## config.mk

```make
export PLATFORM = sky130hd
export DESIGN_NAME = status_byte_service_request
export DESIGN_NICKNAME = d
export VERILOG_FILES = /design/src/status_byte_service_request.v /design/src/status_summary.v
export VERILOG_INCLUDE_DIRS = /design/src /design/src/src
export SDC_FILE = /design/constraint.sdc
export NUM_CORES = 1
export LEC_CHECK = 0
export ABC_AREA = 1
export BUFFER_PORTS_ARGS = -buffer_cell sky130_fd_sc_hd__buf_2
export CAP_MARGIN = 25
export CORE_AREA = 3 3 132 134
export CTS_BUF_LIST = sky130_fd_sc_hd__clkbuf_4 sky130_fd_sc_hd__clkbuf_8 sky130_fd_sc_hd__clkbuf_16
export DETAILED_ROUTE_END_ITERATION = 6
export DIE_AREA = 0 0 135 137
export PLACE_DENSITY = 0.62
export SLEW_MARGIN = 20
export SYNTH_ARGS = -nofsm -noshare
export SYNTH_HDL_FRONTEND = slang
export SYNTH_HIERARCHICAL = 1
export SYNTH_SLANG_ARGS = --single-unit
```

## constraint.sdc

```tcl
create_clock -name sys_clk -period 2.6 [get_ports sys_clk]
set_input_delay 0.13 -clock sys_clk [delete_from_list [all_inputs] [get_ports sys_clk]]
set_output_delay 0.13 -clock sys_clk [all_outputs]
set_load 0.005 [all_outputs]
```

## src/status_byte_defs.vh

```
/*
 status byte and service request constants: mask layout, command codes, limits.
 assumes inclusion by the status block files only.
*/
`ifndef STATUS_BYTE_DEFS_VH
`define STATUS_BYTE_DEFS_VH
`define BIT_STD_EVENT 5
`define BIT_OUT_AVAIL 4
`define BIT_MASTER 6
`define MASK_RESET 8'h00
`define MASK_WRITABLE 8'hBF
`define ARG_MAX 16'h00FF
`define RESP_LIMIT 16'h07D0
`define CMD_NONE 3'h0
`define CMD_MASK_SET 3'h1
`define CMD_MASK_QUERY 3'h2
`define CMD_STATUS_QUERY 3'h3
`define CMD_OPTION_QUERY 3'h4
`define CMD_SETTINGS_RESET 3'h5
`define CMD_OPC 3'h6
`define OPT_FIELDS 15
`define OPT_ABSENT 16'h0000
`endif

```

## src/status_byte_service_request.v

```verilog
/*
 command handler for mask set/query, status byte query, option query, settings reset, operation complete.
 assumes a command parser presenting decoded commands one cycle at a time on cmd_valid.
*/
// Summary of operation
// - mask-set loads 0..255 into service request mask
// - mask bits: event 5, queue 4, channels 3..0
// - mask cleared at power-up and key reset
// - written bit 6 discarded, never set
// - out-of-range argument: execution error, mask kept
// - mask query returns mask, bit 6 zero
// - oversize response raises query error instead
// - any error on mask query: no reply
// - status query returns summary byte 0..127
// - settings reset: defaults, root path, headers off
// - settings reset keeps masks, queues, events, address
// - option query returns fifteen fields in order
// - absent unit or sensor reports zero
// - operation complete sets standard event bit 0; here only a one-cycle opc_done pulse once ops_pending is low
`timescale 1ns/1ps
`default_nettype none
`include "status_byte_defs.vh"
module status_byte_service_request #(
   parameter OPT_FIELDS = `OPT_FIELDS
) (
   input wire sys_clk,
   input wire rst_n,
   input wire key_reset,
   input wire cmd_valid,
   input wire [2:0] cmd_code,
   input wire [15:0] cmd_arg,
   input wire [15:0] resp_length,
   input wire ops_pending,
   input wire standard_event_summary,
   input wire output_queue_available,
   input wire [3:0] channel_event_summary,
   input wire [16*OPT_FIELDS-1:0] option_codes,
   input wire [OPT_FIELDS-1:0] option_present,
   output reg resp_valid,
   output reg [15:0] resp_value,
   output reg [3:0] resp_field,
   output reg resp_is_option,
   output reg exec_error,
   output reg query_error,
   output reg settings_default,
   output reg path_to_root,
   output reg headers_on,
   output reg opc_done,
   output wire [7:0] service_request_mask_out,
   output wire [7:0] status_summary_byte_out,
   output wire master_summary
);
   localparam ST_IDLE = 1'b0;
   localparam ST_OPT = 1'b1;
   reg rst_s1, rst_s2;
   wire rst;
   reg [7:0] service_request_mask;
   wire [7:0] status_summary_byte;
   reg state;
   reg [3:0] field_idx;
   reg opc_wait;
   wire [15:0] opt_value [0:OPT_FIELDS-1];
   reg [7:0] next_mask;
   wire mask_load;
   always @(posedge sys_clk or negedge rst_n) begin
      if (!rst_n) begin
         rst_s1 <= 1'b0;
         rst_s2 <= 1'b0;
      end else begin
         rst_s1 <= 1'b1;
         rst_s2 <= rst_s1;
      end
   end
   assign rst = ~rst_s2;
   genvar g;
   generate
      for (g = 0; g < OPT_FIELDS; g = g + 1) begin : gen_opt
         assign opt_value[g] = option_present[g] ? option_codes[16*g +: 16] : `OPT_ABSENT;
      end
   endgenerate
   // commands are taken only while idle
   function is_cmd;
      input [2:0] code;
      input [2:0] want;
      begin
         is_cmd = cmd_valid && (state == ST_IDLE) && (code == want);
      end
   endfunction
   // range checks: argument of mask set, reply length of the three queries
   function arg_bad;
      input [15:0] arg;
      begin
         arg_bad = (arg > `ARG_MAX);
      end
   endfunction
   function too_long;
      input [15:0] len;
      begin
         too_long = (len > `RESP_LIMIT);
      end
   endfunction
   status_summary u_summary (
      .sys_clk(sys_clk),
      .rst(rst),
      .standard_event_summary(standard_event_summary),
      .output_queue_available(output_queue_available),
      .channel_event_summary(channel_event_summary),
      .service_request_mask(service_request_mask),
      .status_summary_byte(status_summary_byte),
      .master_summary(master_summary)
   );
   assign service_request_mask_out = service_request_mask;
   assign status_summary_byte_out = status_summary_byte;
   // mask register; settings reset leaves it alone
   assign mask_load = is_cmd(cmd_code, `CMD_MASK_SET) && !arg_bad(cmd_arg);
   // key reset wins over a mask write in the same cycle
   always @* begin
      next_mask = service_request_mask;
      if (key_reset) begin
         next_mask = `MASK_RESET;
      end else if (mask_load) begin
         next_mask = cmd_arg[7:0] & `MASK_WRITABLE;
      end
   end
   always @(posedge sys_clk or posedge rst) begin
      if (rst) begin
         service_request_mask <= `MASK_RESET;
      end else begin
         service_request_mask <= next_mask;
      end
   end
   // command execution and responses
   always @(posedge sys_clk or posedge rst) begin
      if (rst) begin
         state <= ST_IDLE;
         field_idx <= 4'h0;
         resp_valid <= 1'b0;
         resp_value <= 16'h0000;
         resp_field <= 4'h0;
         resp_is_option <= 1'b0;
         exec_error <= 1'b0;
         query_error <= 1'b0;
         settings_default <= 1'b0;
         path_to_root <= 1'b0;
         headers_on <= 1'b1;
         opc_done <= 1'b0;
         opc_wait <= 1'b0;
      end else begin
         resp_valid <= 1'b0;
         resp_is_option <= 1'b0;
         exec_error <= 1'b0;
         query_error <= 1'b0;
         settings_default <= 1'b0;
         path_to_root <= 1'b0;
         opc_done <= 1'b0;
         if (opc_wait && !ops_pending) begin
            opc_wait <= 1'b0;
            opc_done <= 1'b1;
         end
         case (state)
            ST_IDLE: begin
               if (cmd_valid) begin
                  case (cmd_code)
                     `CMD_MASK_SET: begin
                        if (arg_bad(cmd_arg)) begin
                           exec_error <= 1'b1;
                        end
                     end
                     `CMD_MASK_QUERY: begin
                        if (too_long(resp_length)) begin
                           query_error <= 1'b1;
                        end else begin
                           resp_valid <= 1'b1;
                           resp_value <= {8'h00, service_request_mask};
                        end
                     end
                     `CMD_STATUS_QUERY: begin
                        if (too_long(resp_length)) begin
                           query_error <= 1'b1;
                        end else begin
                           resp_valid <= 1'b1;
                           resp_value <= {8'h00, status_summary_byte};
                        end
                     end
                     `CMD_OPTION_QUERY: begin
                        if (too_long(resp_length)) begin
                           query_error <= 1'b1;
                        end else begin
                           state <= ST_OPT;
                           field_idx <= 4'h0;
                        end
                     end
                     `CMD_SETTINGS_RESET: begin
                        settings_default <= 1'b1;
                        path_to_root <= 1'b1;
                        headers_on <= 1'b0;
                     end
                     `CMD_OPC: begin
                        opc_wait <= 1'b1;
                     end
                     default: begin
                     end
                  endcase
               end
            end
            // option listing walks the fields in order, one per cycle
            ST_OPT: begin
               resp_valid <= 1'b1;
               resp_is_option <= 1'b1;
               resp_field <= field_idx;
               resp_value <= opt_value[field_idx];
               if (field_idx == OPT_FIELDS[3:0] - 4'h1) begin
                  state <= ST_IDLE;
               end else begin
                  field_idx <= field_idx + 4'h1;
               end
            end
            default: state <= ST_IDLE;
         endcase
      end
   end
endmodule // status_byte_service_request
`default_nettype wire

```

## src/status_summary.v

```verilog
/*
 builds the status summary byte and the master summary from the event summaries and the mask.
 assumes all inputs synchronous to sys_clk.
*/
`timescale 1ns/1ps
`default_nettype none
`include "status_byte_defs.vh"
module status_summary (
   input wire sys_clk,
   input wire rst,
   input wire standard_event_summary,
   input wire output_queue_available,
   input wire [3:0] channel_event_summary,
   input wire [7:0] service_request_mask,
   output reg [7:0] status_summary_byte,
   output reg master_summary
);
   wire [7:0] raw;
   wire req;
   // bit 6 left zero; master summary is placed separately
   assign raw = {1'b0, 1'b0, standard_event_summary, output_queue_available, channel_event_summary};
   assign req = |(raw & service_request_mask);
   always @(posedge sys_clk or posedge rst) begin
      if (rst) begin
         status_summary_byte <= 8'h00;
         master_summary <= 1'b0;
      end else begin
         master_summary <= req;
         status_summary_byte <= raw | ({7'h00, req} << `BIT_MASTER);
      end
   end
endmodule // status_summary
`default_nettype wire
```

==> flow_summary.json <==
{
  "regToRegSetupSlack_ns": 0.45,
  "num_vias": 6922,
  "half_perimeter_wire_length_of_the_detailed_placement_result_um": 19510,
  "ys_seq_area_share_pct": 25.43,
  "layout.cells.most_common": "buf_2",
  "nNetsFinal": 1451,
  "cts-resized-gates": 0,
  "final_cell_mix": "342 x buf_2, 303 x nand3_1, 257 x nand2_1, 45 x dfrtp_1",
  "total_leakage_power_uw": 0.003766,
  "initial_utilization_pct": 29.41,
  "placement_rows": 47,
  "timing_worst_setup_path_type": "flip-flop to flip-flop",
  "die_w_um": 135,
  "final_max_slew_viol_count": 0,
  "drv_cap": 0,
  "routabilityCongestion": 0.9180,
  "synth_area_per_cell_um2": 5.786,
  "post_synth_edffs": 0,
  "drt-pass1-iter-count": 5,
  "worstMarginPinSlew_ns": 0.7684,
  "cts-root-buf": "clkbuf_16",
  "avgViaCountPerCell": 5.056,
  "clock_pin_slew_worst_setup_and_hold_paths_ns": 0.07,
  "timing.critical_path.from_type": "flip-flop",
  "required_ns": 2.79,
  "synth_flop_cell": "dfrtp_1",
  "cp_slowest_stage_delay_ns": 0.66,
  "min-delay-path-class": "input pin to flip-flop",
  "htree_num_levels": 2,
  "final_antenna_net_count": 0,
  "initial_antenna_violation_count": 3,
  "critical_path.slowest_cell": "dfrtp_4",
  "drc": 0,
  "postSynthNetCount": 1137,
  "report.final.hold_viol_count": 0,
  "cts_max_path_buffers": 2,
  "vdd_drop_max_mv": 0.2830,
  "worst_skew_pair.late_latency_ns": 0.29,
  "globalRoute.totalOverflow": 0,
  "asyncSetResetFlopFracSynth_pct": 100.0,
  "routedWlPerCell_um": 17.67,
  "cts_tree": "yes",
  "port_buffers": 342,
  "detail_route.wirelength_um": 24180,
  "cts-hold-fix-buffers": 8,
  "antenna-diode-count": 0,
  "kind_of_capture_point_of_the_worst_setup_path": "flip-flop",
  "timing.critical_path.cells": "inv_2 -> ha_1 -> nand3_1 -> nand2_1 -> nor3_1 -> or2_1 -> nand3_1 -> inv_1",
  "synth_cell_types": 28,
  "r2r_start": "field_idx[0]",
  "floorplan.die_area_um2": 18500,
  "cp.arrival_ns": 2.33,
  "sink_count": 49,
  "critical_path_maximum_fanout": 28,
  "core_occupancy_in_the_finished_layout_pct": 41.83,
  "detailedPlace.worstSlack_ns": 0.4603,
  "post-cts-setup-buffer-count": 0,
  "first_iter_violations": 396,
  "final.setup_skew_ns": 0.005914,
  "hold_path_startpoint": "cmd_code[2]",
  "cellPowerDensity_nw_per_um2": 345.3,
  "first_global_vias": 6651,
  "drive_gt1_share_pct": 33.42,
  "synth_cells": 834,
  "grt_first_pass_wirelength_um": 35550,
  "yosys_register_bits": 49,
  "post-route-worst-setup-slack_ns": 0.4521,
  "worst_path_most_repeated_cell": "nand3_1",
  "yosys_warnings": 6,
  "num_io_pins": 346,
  "worst_setup_path_startpoint": "field_idx[0]",
  "rsz0062_at_grt": "no",
  "setup_viol_count_final": 0,
  "run_status": "finished clean",
  "fmax_mhz": 465.6,
  "die_h_um": 137,
  "share_of_the_cycle_needed_by_the_critical_path_after_routing_pct": 82.61,
  "cts_inserted_buffers": 5,
  "syn_to_final_growth_pct": 42.21,
  "grt_start_max_net_pins": 36,
  "post_route_setup_tns_ns": 0,
  "post_synth_instance_area_um2": 4826,
  "relSlewSlack_pct": 48.78,
  "final.min_clock_period_ns": 2.148,
  "globalRouteTotalUtil_pct": 24.75,
  "holdWs_ns": 0.02436,
  "fp.coreArea_um2": 16410
}
==> synthesized netlist by cell type, drive strengths merged (2+ instances only) <==
cell type | instances | area, µm²
nand3 | 303 | 1516
nor3 | 5 | 25.02
clkbuf | 14 | 55.05
buf | 49 | 307.8
o21ai | 25 | 125.1
conb | 3 | 11.26
nor2 | 51 | 224.0
inv | 47 | 176.4
dfrtp | 48 | 1201
a21oi | 18 | 90.09
ha | 2 | 25.02
nand4 | 2 | 12.51
o211ai | 4 | 30.03
nand2 | 257 | 964.7
==> cell type report <==
type	instances	area, µm²
sequential	49	1234
fill	1822	9544
clock inverter	2	37.54
multi-input combinational	675	3059
inverter	47	176.4
timing repair buffer	370	1942
clock buffer	6	138.9
tap	220	275.3
==> worst max-delay path: cells and delay by family (launching register included) <==
kind | cells | cell delay (ns)
flops | 1 | 0.66
simple gates | 5 | 0.65
buf+inv | 2 | 0.50
fa+ha+maj | 1 | 0.23
==> stage by stage <==
step	instances	power [µW]	area (µm²)
detailed placement	1353	1602	6606
CTS	1369	2392	6863
floorplan	834	1198	4826
finish	1369	2370	6863
global placement	1353	1597	6606
global route	1369	2518	6863
==> worst paths after layout <==
kind / to / depth (start not counted)
max in group asynchronous: u_summary/master_summary / 2
hold / removal: exec_error / 2
setup reg to reg: field_idx[3] / 8
hold reg to reg: resp_field[3] / 0
min in group asynchronous: rst_s1 / 2
setup / recovery: field_idx[3] / 8
==> report_power, final <==
group          switching (µW)  internal [µW]  total [µW]
Clock                     290            480         770
Combinational             404            338         742
Sequential               46.2            812         858
==> logic make-up (layout without fill, tap and decap cells) <==
| group | count (synthesis) | count (layout) | synth area share, % |
|---|---|---|---|
| AOI/OAI and AO/OA | 48 | 48 | 5.263 |
| adders and majority gates | 2 | 2 | 0.5185 |
| buffers and inverters | 110 | 425 | 11.17 |
| DFF | 49 | 49 | 25.43 |
| other | 3 | 3 | 0.2333 |
| and+or+nand+nor | 622 | 622 | 57.38 |
==> layer usage <==
metal	GRT usage, %	vias to the layer above	part of all wire, %
met3	5.735	40	9.5
met2	43.52	346	48
li1	-	3401	-
met1	30.53	3129	40
met5	0	-	0.14
met4	6.495	6	2.2
==> state kept, by name, summed over array words and instances (netlist names) <==
signal / count
resp_field: 4
rst_s1: 1
field_idx: 4
resp_valid: 1
exec_error: 1
resp_value: 16
state: 1
rst_s2: 1
opc_wait: 1
headers_on: 1
resp_is_option: 1
query_error: 1
opc_done: 1
u_summary/status_summary_byte: 6
u_summary/master_summary: 1
path_to_root: 1
service_request_mask_out: 7
(Power assumes the default switching activity.)
